===== config.mk =====
export PLATFORM = sky130hd
export DESIGN_NAME = adcr_top
export DESIGN_NICKNAME = d
export VERILOG_FILES = /design/src/pkg/adcr_pkg.sv /design/src/design/adcr_result_mem.sv /design/src/design/adcr_top.sv
export VERILOG_INCLUDE_DIRS = /design/src /design/src/pkg
export SDC_FILE = /design/constraint.sdc
export NUM_CORES = 1
export LEC_CHECK = 0
export BUFFER_PORTS_ARGS = -buffer_cell sky130_fd_sc_hd__buf_2
export CAP_MARGIN = 10
export CORE_UTILIZATION = 35
export DETAILED_ROUTE_END_ITERATION = 12
export PLACE_DENSITY_LB_ADDON = 0.15
export SLEW_MARGIN = 20
export SYNTH_ARGS = -nofsm -noshare
export SYNTH_HDL_FRONTEND = slang
export SYNTH_SLANG_ARGS = --single-unit

===== constraint.sdc =====
create_clock -name pclk -period 5.51 [get_ports pclk]
set_input_delay 0.2755 -clock pclk [delete_from_list [all_inputs] [get_ports pclk]]
set_output_delay 0.2755 -clock pclk [all_outputs]
set_load 0.01 [all_outputs]

===== src/pkg/adcr_consts.svh =====
/*
  register offsets, field positions, widths and reset values of the converter
  control registers; assumes byte addresses on a 32-bit peripheral bus.
*/
`ifndef ADCR_CONSTS_SVH
`define ADCR_CONSTS_SVH

// register byte offsets
`define ADCR_OFS_MODE        12'h004
`define ADCR_OFS_CHAN_ENA    12'h010
`define ADCR_OFS_CHAN_DIS    12'h014
`define ADCR_OFS_CHAN_STAT   12'h018
`define ADCR_OFS_STATUS      12'h01C
`define ADCR_OFS_LAST_DATA   12'h020
`define ADCR_OFS_IRQ_ENA     12'h024
`define ADCR_OFS_IRQ_DIS     12'h028
`define ADCR_OFS_IRQ_MASK    12'h02C
`define ADCR_OFS_RESULT_BASE 12'h040
`define ADCR_OFS_RESULT_LAST 12'h05C

// widths
`define ADCR_ADDR_W          12
`define ADCR_NUM_CHAN        8
`define ADCR_CHAN_W          3
`define ADCR_DATA_W          10
`define ADCR_LOW_W           8
`define ADCR_FLAG_W          20

// status, enable, disable and mask field positions
`define ADCR_POS_DONE_LSB    0
`define ADCR_POS_OVR_LSB     8
`define ADCR_POS_RDY         16
`define ADCR_POS_GOVR        17
`define ADCR_POS_RXEND       18
`define ADCR_POS_RXFULL      19

// mode register field
`define ADCR_POS_RES_SEL     4

// reset values
`define ADCR_RST_CHAN_EN     8'h00
`define ADCR_RST_MASK        20'h00000
`define ADCR_RST_RES_SEL     1'h0
`define ADCR_RST_DATA        10'h000

`endif


===== src/pkg/adcr_pkg.sv =====
/*
  state types of the converter control block and its result memory;
  assumes adcr_consts.svh is on the include path.
*/
`include "adcr_consts.svh"

package adcr_pkg;

  typedef struct packed {
    logic [`ADCR_NUM_CHAN-1:0] chan_en;
    logic                      res_sel;
    logic [`ADCR_FLAG_W-1:0]   mask;
    logic [`ADCR_NUM_CHAN-1:0] done_flag;
    logic [`ADCR_NUM_CHAN-1:0] ovr_flag;
    logic                      rdy_flag;
    logic                      govr_flag;
    logic [`ADCR_DATA_W-1:0]   last_data;
    logic                      pready;
    logic                      pslverr;
    logic [31:0]               prdata;
    logic                      irq;
  } adcr_state_t;

  typedef struct packed {
    logic [`ADCR_NUM_CHAN-1:0][`ADCR_DATA_W-1:0] words;
    logic [`ADCR_DATA_W-1:0]                     rdata;
  } adcr_mem_state_t;

endpackage


===== src/design/adcr_result_mem.sv =====
/*
  eight-word per-channel result store, one write and one read port, read data
  registered; assumes a single clock and that en freezes it entirely.
*/
`timescale 1ns/1ps
`include "adcr_consts.svh"

module adcr_result_mem (
  // clock and reset
  input  wire logic                     pclk,
  input  wire logic                     presetn,
  input  wire logic                     en,
  // write port
  input  wire logic                     we,
  input  wire logic [`ADCR_CHAN_W-1:0]  waddr,
  input  wire logic [`ADCR_DATA_W-1:0]  wdata,
  // read port
  input  wire logic                     re,
  input  wire logic [`ADCR_CHAN_W-1:0]  raddr,
  output logic      [`ADCR_DATA_W-1:0]  rdata
);

  adcr_pkg::adcr_mem_state_t s_q;
  adcr_pkg::adcr_mem_state_t s_d;

  always_comb
  begin
    s_d = s_q;
    // read before write: a same-cycle load is seen on the next read
    if (re)
    begin
      s_d.rdata = s_q.words[raddr];
    end
    if (we)
    begin
      s_d.words[waddr] = wdata;
    end
  end

  always_ff @(posedge pclk or negedge presetn)
  begin
    if (!presetn)
    begin
      s_q <= '0;
    end
    else if (en)
    begin
      s_q <= s_d;
    end
  end

  assign rdata = s_q.rdata;

endmodule


===== src/design/adcr_top.sv =====
/*
  register side of an eight-channel converter controller: APB slave, channel
  enables, resolution select, status flags, interrupt enable/disable/mask,
  per-channel result registers and the interrupt output.
  assumes the conversion engine and the receive DMA run on pclk, so their
  strobes and levels are used without synchronisers.
*/
`timescale 1ns/1ps
`include "adcr_consts.svh"

module adcr_top (
  // clock, reset, clock enable
  input  wire logic                       pclk,
  input  wire logic                       presetn,
  input  wire logic                       clk_en,
  // apb slave
  input  wire logic                       psel,
  input  wire logic                       penable,
  input  wire logic                       pwrite,
  input  wire logic [`ADCR_ADDR_W-1:0]    paddr,
  input  wire logic [31:0]                pwdata,
  output logic      [31:0]                prdata,
  output logic                            pready,
  output logic                            pslverr,
  // conversion engine
  input  wire logic                       conv_end,
  input  wire logic [`ADCR_CHAN_W-1:0]    conv_chan,
  input  wire logic [`ADCR_DATA_W-1:0]    conv_value,
  // receive dma status levels
  input  wire logic                       receive_count_end_flag,
  input  wire logic                       receive_buffers_full_flag,
  // controls towards the engine
  output logic      [`ADCR_NUM_CHAN-1:0]  channel_enable_bit,
  output logic                            resolution_select,
  // interrupt
  output logic                            irq
);

  adcr_pkg::adcr_state_t s_q;
  adcr_pkg::adcr_state_t s_d;

  logic                      setup_ph;
  logic                      access_ph;
  logic                      xfer_done;
  logic                      wr_done;
  logic                      rd_done;
  logic                      is_result;
  logic [`ADCR_CHAN_W-1:0]   result_idx;
  logic                      load_ok;
  logic [`ADCR_DATA_W-1:0]   load_value;
  logic [`ADCR_DATA_W-1:0]   mem_rdata;
  logic [`ADCR_FLAG_W-1:0]   status_now;

  assign setup_ph   = psel & ~penable;
  assign access_ph  = psel & penable;
  assign xfer_done  = access_ph & s_q.pready;
  assign wr_done    = xfer_done & pwrite;
  assign rd_done    = xfer_done & ~pwrite;
  assign is_result  = (paddr >= `ADCR_OFS_RESULT_BASE) && (paddr <= `ADCR_OFS_RESULT_LAST)
                      && (paddr[1:0] == 2'h0);
  assign result_idx = paddr[4:2];

  assign load_ok    = conv_end & s_q.chan_en[conv_chan];
  // in low resolution only the right-aligned low byte is meaningful
  assign load_value = s_q.res_sel ? {2'h0, conv_value[`ADCR_LOW_W-1:0]} : conv_value;

  // channel results live in a small memory; its read is issued in the setup cycle
  adcr_result_mem u_mem (
    .pclk    (pclk),
    .presetn (presetn),
    .en      (clk_en),
    .we      (load_ok),
    .waddr   (conv_chan),
    .wdata   (load_value),
    .re      (setup_ph & is_result),
    .raddr   (result_idx),
    .rdata   (mem_rdata)
  );

  function automatic logic [`ADCR_FLAG_W-1:0] pack_status(
    input logic [`ADCR_NUM_CHAN-1:0] done_f,
    input logic [`ADCR_NUM_CHAN-1:0] ovr_f,
    input logic                      rdy_f,
    input logic                      govr_f,
    input logic                      rxend_f,
    input logic                      rxfull_f
  );
    logic [`ADCR_FLAG_W-1:0] v;
    v = '0;
    v[`ADCR_POS_DONE_LSB +: `ADCR_NUM_CHAN] = done_f;
    v[`ADCR_POS_OVR_LSB +: `ADCR_NUM_CHAN]  = ovr_f;
    v[`ADCR_POS_RDY]    = rdy_f;
    v[`ADCR_POS_GOVR]   = govr_f;
    v[`ADCR_POS_RXEND]  = rxend_f;
    v[`ADCR_POS_RXFULL] = rxfull_f;
    return v;
  endfunction

  // the live rx levels go in as arguments so every caller re-evaluates when they move
  assign status_now  = pack_status(s_q.done_flag, s_q.ovr_flag, s_q.rdy_flag, s_q.govr_flag,
                                   receive_count_end_flag, receive_buffers_full_flag);

  always_comb
  begin
    s_d = s_q;

    // one wait state: data of the memory read are ready in the first access cycle
    s_d.pready  = access_ph & ~s_q.pready;
    if (access_ph && !s_q.pready)
    begin
      s_d.pslverr = 1'b0;
      s_d.prdata  = 32'h0000_0000;
      if (paddr == `ADCR_OFS_MODE)
      begin
        s_d.prdata[`ADCR_POS_RES_SEL] = s_q.res_sel;
      end
      else if (paddr == `ADCR_OFS_CHAN_STAT)
      begin
        s_d.prdata[`ADCR_NUM_CHAN-1:0] = s_q.chan_en;
      end
      else if (paddr == `ADCR_OFS_STATUS)
      begin
        s_d.prdata[`ADCR_FLAG_W-1:0] = status_now;
      end
      else if (paddr == `ADCR_OFS_LAST_DATA)
      begin
        s_d.prdata[`ADCR_DATA_W-1:0] = s_q.last_data;
      end
      else if (paddr == `ADCR_OFS_IRQ_MASK)
      begin
        s_d.prdata[`ADCR_FLAG_W-1:0] = s_q.mask;
      end
      else if (is_result)
      begin
        s_d.prdata[`ADCR_DATA_W-1:0] = mem_rdata;
      end
      else if ((paddr == `ADCR_OFS_CHAN_ENA) || (paddr == `ADCR_OFS_CHAN_DIS)
               || (paddr == `ADCR_OFS_IRQ_ENA) || (paddr == `ADCR_OFS_IRQ_DIS))
      begin
        s_d.prdata = 32'h0000_0000;
      end
      else
      begin
        s_d.pslverr = 1'b1;
      end
    end
    else
    begin
      // answer stands one cycle only; idle bus data reads as zero
      s_d.pslverr = 1'b0;
      s_d.prdata  = 32'h0000_0000;
    end

    // register writes take effect at the completing edge
    if (wr_done)
    begin
      if (paddr == `ADCR_OFS_MODE)
      begin
        s_d.res_sel = pwdata[`ADCR_POS_RES_SEL];
      end
      else if (paddr == `ADCR_OFS_CHAN_ENA)
      begin
        s_d.chan_en = s_q.chan_en | pwdata[`ADCR_NUM_CHAN-1:0];
      end
      else if (paddr == `ADCR_OFS_CHAN_DIS)
      begin
        s_d.chan_en = s_q.chan_en & ~pwdata[`ADCR_NUM_CHAN-1:0];
      end
      else if (paddr == `ADCR_OFS_IRQ_ENA)
      begin
        s_d.mask = s_q.mask | pwdata[`ADCR_FLAG_W-1:0];
      end
      else if (paddr == `ADCR_OFS_IRQ_DIS)
      begin
        s_d.mask = s_q.mask & ~pwdata[`ADCR_FLAG_W-1:0];
      end
    end

    // read side effects: clear-on-read flags
    if (rd_done)
    begin
      if (paddr == `ADCR_OFS_STATUS)
      begin
        s_d.ovr_flag  = '0;
        s_d.govr_flag = 1'b0;
      end
      else if (paddr == `ADCR_OFS_LAST_DATA)
      begin
        s_d.rdy_flag = 1'b0;
      end
      else if (is_result)
      begin
        s_d.done_flag[result_idx] = 1'b0;
      end
    end

    // conversion events come last so a set beats a clear in the same cycle
    if (load_ok)
    begin
      s_d.ovr_flag[conv_chan]  = s_d.ovr_flag[conv_chan] | s_q.done_flag[conv_chan];
      s_d.done_flag[conv_chan] = 1'b1;
      s_d.govr_flag            = s_d.govr_flag | s_q.rdy_flag;
      s_d.rdy_flag             = 1'b1;
      s_d.last_data            = load_value;
    end

    s_d.irq = |(pack_status(s_d.done_flag, s_d.ovr_flag, s_d.rdy_flag, s_d.govr_flag,
                            receive_count_end_flag, receive_buffers_full_flag)
                & s_d.mask);
  end

  always_ff @(posedge pclk or negedge presetn)
  begin
    if (!presetn)
    begin
      s_q           <= '0;
      s_q.chan_en   <= `ADCR_RST_CHAN_EN;
      s_q.res_sel   <= `ADCR_RST_RES_SEL;
      s_q.mask      <= `ADCR_RST_MASK;
      s_q.last_data <= `ADCR_RST_DATA;
    end
    else if (clk_en)
    begin
      s_q <= s_d;
    end
  end

  assign prdata             = s_q.prdata;
  assign pready             = s_q.pready;
  assign pslverr            = s_q.pslverr;
  assign channel_enable_bit = s_q.chan_en;
  assign resolution_select  = s_q.res_sel;
  assign irq                = s_q.irq;

endmodule


## Word-level counts from Yosys, hierarchy flattened

Cells that the tools add are included.

| storage, ports and cells | value |
|---|---|
| bits of input ports | 66 |
| register bits after elaboration | 182 |
| output and inout bits | 44 |

| cells by class | value |
|---|---|
| muxes and demuxes | 60 |
| bitwise operators | 24 |
| equal/unequal tests | 9 |
| reduce and logical (&&, ||, !) cells | 16 |
| $lt $le $gt $ge | 6 |

Operators by type and width:

| cell | number |
|---|---|
| $mux W20 | 13 |
| $mux W23 | 8 |
| $bwmux W80 | 1 |
| $mux W28 | 2 |
| $mux W8 | 7 |
| $mux W10 | 5 |
| $eq A12 B5 Y1 const B | 4 |
| $eq A12 B6 Y1 const B | 4 |
| $and A20 B20 Y20 | 2 |
| $mux W33 | 1 |
| $bmux W10 S3 | 1 |
| $demux W10 S3 | 1 |
| $mux W13 | 2 |
| $mux W25 | 1 |
| $not A20 Y20 | 1 |
| $or A20 B20 Y20 | 1 |
| $reduce_or A20 Y1 | 1 |
| $mux W18 | 1 |
| $and A8 B8 Y8 | 2 |
| $not A8 Y8 | 2 |
| $or A8 B8 Y8 | 2 |
| $eq A12 B3 Y1 const B | 1 |
| $ge A12 B7 Y1 const B | 1 |
| $le A12 B7 Y1 const B | 1 |
| 18 further kinds | 50 |

## Logic depth before layout (Yosys ltp)

Gate-level depths: netlist (run 1).

| depth | value |
|---|---|
| depth in word-level cells | 23 |
| depth in mapped cells | 11 |
| depth with buffers taken out | 8 |

## By module

A second synthesis (run 1) with hierarchy kept.

| unflattened totals | value |
|---|---|
| cells, all modules | 820 |
| area, all modules | 9,013.6 um^2 |

Modules (own cells, without submodules):

| module | cells each | area each (um^2) | times used |
|---|---|---|---|
| adcr_top | 531 | 4,918.5 | 1 |
| adcr_result_mem | 289 | 4,095.2 | 1 |

## Least setup slack after synthesis (run 1)

No wires, ideal clock.

| timing | value |
|---|---|
| path type | input -> register |
| from | input paddr[7] |
| to | register s_q, in the netlist irq |
| stages | 9 |
| path slack | 3,050 ps |
| setup time | 136 ps |
| arrival | 2,325 ps |
| path through | or4_4 buf_6 or2_1 buf_6 nor3_4 o21ai_4 a311o_1 nor4_1 a31oi_1 |

| between the ends | value |
|---|---|
| word-level cells in the longest chain between the ends | 11 |
| elaborated cells on any way between the ends | 34 |
| those cells by class | 2 x order compare; 7 x eq/ne; 18 x mux; 4 x bitwise; 3 x reduce/logical |

Ends and longest elaborated chain:

| element | RTL line | text |
|---|---|---|
| start, declared | adcr_top.sv:20 | `` input wire logic [`ADCR_ADDR_W-1:0] paddr, `` |
| $ge A12 B7 Y1 (no line) or $le A12 B7 Y1 (tied branches) | - |  |
| $logic_and A1 B1 Y1 (2 in a row) | adcr_top.sv:59 | `` assign is_result = (paddr >= `ADCR_OFS_RESULT_BASE) && (paddr <= `ADCR_OFS_RESULT_LAST) `` |
| $mux W8 | adcr_top.sv:191 | `else if (is_result)` |
| $mux W8 | adcr_top.sv:187 | `` else if (paddr == `ADCR_OFS_LAST_DATA) `` |
| $mux W8 | adcr_top.sv:182 | `` if (paddr == `ADCR_OFS_STATUS) `` |
| $mux W18 | adcr_top.sv:180 | `if (rd_done)` |
| $or A8 B8 Y8 (no line) | - |  |
| $mux W28 | adcr_top.sv:198 | `if (load_ok)` |
| $and A20 B20 Y20 (*) | adcr_top.sv:209 | `& s_d.mask);` |
| $reduce_or A20 Y1 (*) | adcr_top.sv:207 | `s_d.irq = \|(pack_status(s_d.done_flag, s_d.ovr_flag, s_d.rdy_flag, s_d.govr_flag,` |
| end, declared | adcr_top.sv:39 | `adcr_pkg::adcr_state_t s_q;` |

Every way passes the cells marked *; elsewhere a longest branch is shown, timed or not. The select of a mux whose other input is x is not followed.
A chain may end at the register's enable or synchronous reset.

==> results of run 1 <==
-- layer usage --
metal  track usage [%]  vias up
met3              4.14       45
met2              32.6      246
met1              30.0     3372
met4              7.76        0
li1                  -     3074
met5                 0        -
-- flip-flops by register name, indices dropped and copies added, names as in the netlist, named ones only --
register           flops
pready                 1
s_q                   48
u_mem.rdata           10
prdata                20
pslverr                1
resolution_select      1
irq                    1
u_mem.s_q             80
-- cells by family (layout without fill, tap and decap cells) --
family | after synthesis | in the layout
other | 1 | 12
and+or+nand+nor | 259 | 259
AOI/OAI and AO/OA | 193 | 193
muxes | 112 | 112
buffers and inverters | 99 | 141
DFF | 170 | 170
xor gates and xnor gates | 1 | 1
-- power by group through the flow --
stage / clock, mW / sequential (mW) / combinational (mW)
3_5_place_dp: 0 / 1.29 / 0.177
3_3_place_gp: 0 / 1.29 / 0.178
6_report: 1.31 / 1.27 / 0.177
5_1_grt: 1.40 / 1.27 / 0.196
4_1_cts: 1.34 / 1.27 / 0.178
2_1_floorplan: 0 / 1.29 / 0.0917
-- cells in the final DEF, fill, tap and decap left out, types with 17 or more instances in the layout --
| cell type | synthesis | routed |
|---|---|---|
| clkbuf_16 | 0 | 17 |
| dfrtp_1 | 170 | 170 |
| o21ai_0 | 46 | 46 |
| mux2_2 | 75 | 75 |
| nor2_1 | 39 | 39 |
| a21o_1 | 19 | 19 |
| buf_2 | 14 | 84 |
| nand2_1 | 137 | 137 |
| nand3_1 | 17 | 17 |
| mux4_2 | 20 | 20 |
| a22oi_1 | 24 | 24 |
| a21oi_1 | 32 | 32 |
-- worst max-delay path: stages (launching register included) --
cell and delay [ns]:
dfrtp_1 0.44, or3b_1 0.37, a21oi_1 0.28, a211o_1 0.30, nand2_1 0.18, nor2_1 0.12, buf_4 0.20, nand3_1 0.60
mux2_2 0.51
-- timing repair --
action,CTS,global route
hold endpoints to repair,89,0
hold buffers,1,0
buffers inserted,0,0
resized for setup,0,0
-- final timing paths --
kind                             from       endpoint  slack, ns  depth (start not counted)
max                              flop  u_mem.s_q[10]       2.37                          8
min                        pwdata[14]        s_q[77]       0.07                          2
max reg2reg                      flop  u_mem.s_q[10]       2.37                          8
min reg2reg                 prdata[6]      prdata[6]       0.48                          1
max in group asynchronous     presetn  u_mem.s_q[68]       3.83                          3
min in group asynchronous     presetn     prdata[14]       0.47                          2
-- cell usage after synthesis, types with 3 or more instances --
master       n  area share, %
nand3_1     17           0.95
o22ai_1      6           0.42
nand2b_1     5           0.35
a22oi_1     24            2.0
nor4_4       3           0.71
buf_6        5           0.63
clkbuf_1    24            1.0
mux4_2      20            5.0
buf_1        3           0.13
mux2i_1     15            1.7
or3_1        5           0.35
inv_1       10           0.42
a31oi_1      3           0.21
o31ai_1      3           0.25
o2bb2ai_1   11            1.1
nand2_1    137            5.8
a222oi_1     7           0.78
mux2_2      75            9.5
nor2_1      39            1.6
a21o_1      19            1.6
buf_2       14           0.78
or2_2        8           0.56
nand4_1      8           0.56
a32o_1       3           0.34
o2111ai_1    4           0.39
nor4_1       5           0.35
a21oi_1     32            1.8
nor3_1       7           0.39
buf_4       42            3.5
a21boi_0    15            1.3
o21ai_0     46            2.6
nor2b_1      3           0.21
dfrtp_1    170             48
a221oi_1     4           0.39
and4_1       3           0.29
-- layout make-up --
type | count | area [sq um] | area share (%)
Tap cell | 330 | 413 | 4.11
Timing Repair Buffer | 99 | 539 | 5.37
Clock buffer | 17 | 425 | 4.24
Clock inverter | 15 | 225 | 2.24
Inverter | 10 | 37.5 | 0.374
Sequential cell | 170 | 4250 | 42.4
Multi-Input combinational cell | 577 | 4140 | 41.3
==> flow_summary.ini, run 1 <==
[routing]
wl_met3_um = 1610
top_layer_used = met4
drt-total-wl_um = 26600
drt_iter0_markers = 722
wl_per_cell_um = 21.8
drc = 0
firstDrtPassIters = 5
wirelength_met1_um = 12400
wl_met2_um = 11800
avgViaCountPerCell = 5.53
num_vias = 6737
drtAntennaViolNets = 0

[cts]
clkTransAtPathRegs_ns = 0.08
cts_sinks = 170
insertion_delay_ns = 0.45
clockBufferDepth = 2
cts_buffers = 17
h-tree-depth = 4
cts_root_buf = clkbuf_16
cts_tree = yes

[synthesis]
synthCells = 835
synthMuxAreaShare_pct = 16.7
synth-edff-count = 0
synth_compound_area_share_pct = 14.8
synth_adder_area_share_pct = 0
synth_top_family_by_area = multiplexers
ys_seq_area_share_pct = 47.6
synth_cell_types = 66
syn_avg_cell_area_sq_um = 10.7
async_reset_ff_share_pct = 100
ys_ff_latch = 170
synth_xor_area_share_pct = 0.0980
ys.flop_type = dfrtp_1
yosys.area_share.simple_pct = 14.0
synth_warnings = 0
syn_area_sq_um = 8940

[cells_and_area]
antenna_cells = 0
areaGrowthSynthToFinish_pct = 12.3
stdcell_area_sq_um = 10000
drive_gt1_share_pct = 28.0
finish.utilization_pct = 40.0
fillCellCount = 2530
nets = 941
instances_no_fill = 1218

[pwr]
clkPwrFrac_pct = 47.6
max-vdd-ir-drop_mv = 0.130
seqPwrFrac_pct = 46.0
power_density_nw_per_um2 = 275
total_power_mw = 2.76
swShare_pct = 26.9
p_switching_uw = 742
combPwrFrac_pct = 6.4
p_leak_nw = 4.77
intPower_mw = 2.02

[sta]
slew_headroom_pct = 30.9
hold_violations = 0
worst_pin_slew_ns = 1.03
fin_crit_sh_pct = 56.9
finalSetupTns_ns = 0
slew_viol_final = 0
max_freq_mhz = 319
timing.final.ws_setup_ns = 2.37
holdWs_ns = 0.0680
rsz0062_at_grt = no
clock_skew_ns = 0.0133
finalSetupViolCount = 0
min_period_ns = 3.14

[global_routing]
grt-ovfl-total = 0
track_usage_pct = 21.4
grt_first_pass_wirelength_um = 41900
first_global_vias = 6833
grt_start_max_net_pins = 92
grt_antenna_before_repair = 0

[floorplanning]
die_h_um = 162
die_w_um = 162
start_util_pct = 35.6
io_pins = 110
rows = 58
core-area_sq_um = 25100
die-area_sq_um = 26200

[placement]
port_buffers = 85
dp_hpwl_um = 18400
post-place-ws_ns = 2.19
placed_cells = 1185
gp_congestion = 0.870
placed_area_sq_um = 9370

[critical_path]
critPathArrivalTime_ns = 3.46
crit_path_end_kind = flop
cp.required_ns = 5.83
path_class = flop to flop
cp-start-kind = flop
critPathMaxFanout = 13

[job]
drv_cap = 0

[min_path]
hold_class = primary input to flop

[status]
status = complete, no violations
Power figures use the tool's default switching activity.
==> run 2, diff against run 1 <==
--- a/config.mk
+++ b/config.mk
@@ -6,6 +6,7 @@
 export SDC_FILE = /design/constraint.sdc
 export NUM_CORES = 1
 export LEC_CHECK = 0
+export ABC_AREA = 1
 export BUFFER_PORTS_ARGS = -buffer_cell sky130_fd_sc_hd__buf_2
 export CAP_MARGIN = 10
 export CORE_UTILIZATION = 35
==> constraint.sdc (replaced) <==
create_clock -name pclk -period 3.16 [get_ports pclk]
set_input_delay 0.158 -clock pclk [delete_from_list [all_inputs] [get_ports pclk]]
set_output_delay 0.158 -clock pclk [all_outputs]
set_load 0.01 [all_outputs]
==> run 2 against run 1 <==
Net effect: die area up 0.35%; largest cell class unchanged; synthesized area up 0.35%; critical endpoint is now irq; flip-flop and latch count unchanged; cell count up 27%; setup slack worse by 1.7 ns; non-clock buffer count up 12; sequential share of layout area down 0.51 points; sequential power up 110%; first-iteration DRC count down 3.3%; via count up 19%.
==> flow_summary.ini, run 2 <==
[floorplanning]
die-area_sq_um = 26300
start_util_pct = 35.6
core-area_sq_um = 25200
io_pins = 110
rows = 58
die_w_um = 162
die_h_um = 162

[status]
status = complete, no violations

[placement]
gp_congestion = 0.886
dp_hpwl_um = 20400
post-place-ws_ns = 0.503
placed_cells = 1507
port_buffers = 85

[synthesis]
yosys-top-cells-area = dfrtp_1 (47%), nand2_1 (9.6%), o22ai_1 (8.8%), inv_1 (7.6%), o21ai_0 (6.7%)
synth_top_area_share_pct = 47.4
ys_seq_area_share_pct = 47.4
synth_cell_types = 37
ys.flop_type = dfrtp_1
syn_area_sq_um = 8970
synth.most_common_cell = nand2_1
ys_ff_latch = 170
syn_avg_cell_area_sq_um = 7.88
yosysTopAreaCell = dfrtp_1
synthCells = 1138
synth_common_cells = nand2_1 (229), inv_1 (181), dfrtp_1 (170)
async_reset_ff_share_pct = 100
synth-edff-count = 0
synth_warnings = 0

[critical_path]
critPathLaunch = pready
critPathArrivalTime_ns = 2.85
critPathMaxFanout = 16
r2r_start = pready
crit_path_end_kind = flop
cp.required_ns = 3.49
cp-start-kind = flop
path_class = flop to flop

[sta]
slew_headroom_pct = 55.7
holdWs_ns = 0.0278
fin_crit_sh_pct = 79.6
finalSetupViolCount = 0
hold_violations = 0
timing.final.ws_setup_ns = 0.645
rsz0062_at_grt = no
worst_pin_slew_ns = 0.665
slew_viol_final = 0
finalSetupTns_ns = 0
clock_skew_ns = 0.0102
min_period_ns = 2.51
max_freq_mhz = 398

[cells_and_area]
drive_gt1_share_pct = 14.4
layout_common_cells = nand2_1 (229), inv_1 (181), dfrtp_1 (170), o22ai_1 (126), o21ai_0 (120)
regMostFlops = u_mem.s_q
nets = 1264
antenna_cells = 0
areaGrowthSynthToFinish_pct = 13.3
final_common_cell = nand2_1
largest_reg_flops = 80
instances_no_fill = 1541
fillCellCount = 2641

[routing]
firstDrtPassIters = 7
wl_per_cell_um = 18.8
num_vias = 8031
drt-total-wl_um = 29000
avgViaCountPerCell = 5.21
drtAntennaViolNets = 0
drc = 0
drt_iter0_markers = 698

[cts]
cts.repair.resized = 0
cts_tree = yes
clkTransAtPathRegs_ns = 0.07
cts_root_buf = clkbuf_16
h-tree-depth = 4
insertion_delay_ns = 0.44
hold_buffers = 2
cts_sinks = 170
cts_buffers = 17
cts_setup_buffers = 0
clockBufferDepth = 2

[global_routing]
track_usage_pct = 22.7
grt_start_max_net_pins = 68
grt-ovfl-total = 0
grt_antenna_before_repair = 0
grt_first_pass_wirelength_um = 45000
first_global_vias = 7664

[min_path]
holdCritStartpoint = pwdata[2]
hold_class = primary input to flop

[pwr]
power_density_nw_per_um2 = 578
total_power_mw = 5.87
p_leak_nw = 5.02
max-vdd-ir-drop_mv = 0.287

[job]
drv_cap = 0
## run 2: changes by cell type in the layout (fill, tap and decap cells not counted), moves of 14 or more
cell | before | now
inv_1 | 10 | 181
o22ai_1 | 6 | 126
nand2_1 | 137 | 229
mux2_2 | 75 | 0
o21ai_0 | 46 | 120
nand3_1 | 17 | 52
a22oi_1 | 24 | 0
mux4_2 | 20 | 0
a21o_1 | 19 | 0
a21boi_0 | 15 | 0
mux2i_1 | 15 | 1
## run 2: area by class of cell
cell class / count / area, sq um / area share [%]
tap: 330 / 413 / 4.07
inverter: 193 / 724 / 7.13
clock inverter: 14 / 133 / 1.31
sequential: 170 / 4250 / 41.9
multi-input combinational: 705 / 3560 / 35.0
timing repair buffer: 111 / 644 / 6.34
clock buffer: 18 / 429 / 4.23
## run 2: final timing paths
| kind | end | slack, ns | cells past startpoint |
|---|---|---|---|
| worst max-delay path | irq | 0.65 | 13 |
| worst min-delay path | flop | 0.03 | 3 |
| worst max register to register | irq | 0.65 | 13 |
| worst min register to register | s_q[41] | 0.47 | 2 |
| max in group asynchronous | u_mem.s_q[11] | 1.83 | 3 |
| min in group asynchronous | asynchronous set/reset pin | 0.30 | 2 |
## run 2: critical path, cell delays in order (launching register included)
cell	delay [ns]
dfrtp_1	0.38
inv_1	0.10
nor3_4	0.42
nand3_4	0.28
nand2_1	0.17
nor2_1	0.06
nor2_2	0.32
nand4_1	0.17
nand3_1	0.11
nand2_1	0.06
nor2_1	0.14
nand3_1	0.10
nand2_1	0.06
inv_1	0.03
## run 2: metal layers
metal | global-route usage [%] | vias up | part of all wire [%]
li1 | - | 3861 | -
met1 | 31.5 | 3924 | 47
met2 | 37.3 | 226 | 48
met3 | 3.01 | 20 | 4.1
met4 | 5.32 | 0 | 1.2
met5 | 0 | - | 0
## run 2: through the flow
stage / utilization, % / area, sq um
2_1_floorplan: - / 9010
3_3_place_gp: 38.0 / 9580
3_5_place_dp: 38.0 / 9580
4_1_cts: 40.3 / 10200
5_1_grt: 40.3 / 10200
6_report: 40.3 / 10200
## run 2: power by group
| group | switching (mW) | internal, mW |
|---|---|---|
| Clock | 0.978 | 1.10 |
| Sequential | 0.149 | 2.56 |
| Combinational | 0.684 | 0.392 |
## run 2: logic make-up after synthesis
group / count (synthesis) / synth area share, %
AO/OA/AOI/OAI: 314 / 20.6
buffers and inverters: 274 / 13.4
flip-flops: 170 / 47.4
multiplexers: 1 / 0.112
other: 1 / 0.0418
AND/OR/NAND/NOR: 378 / 18.4
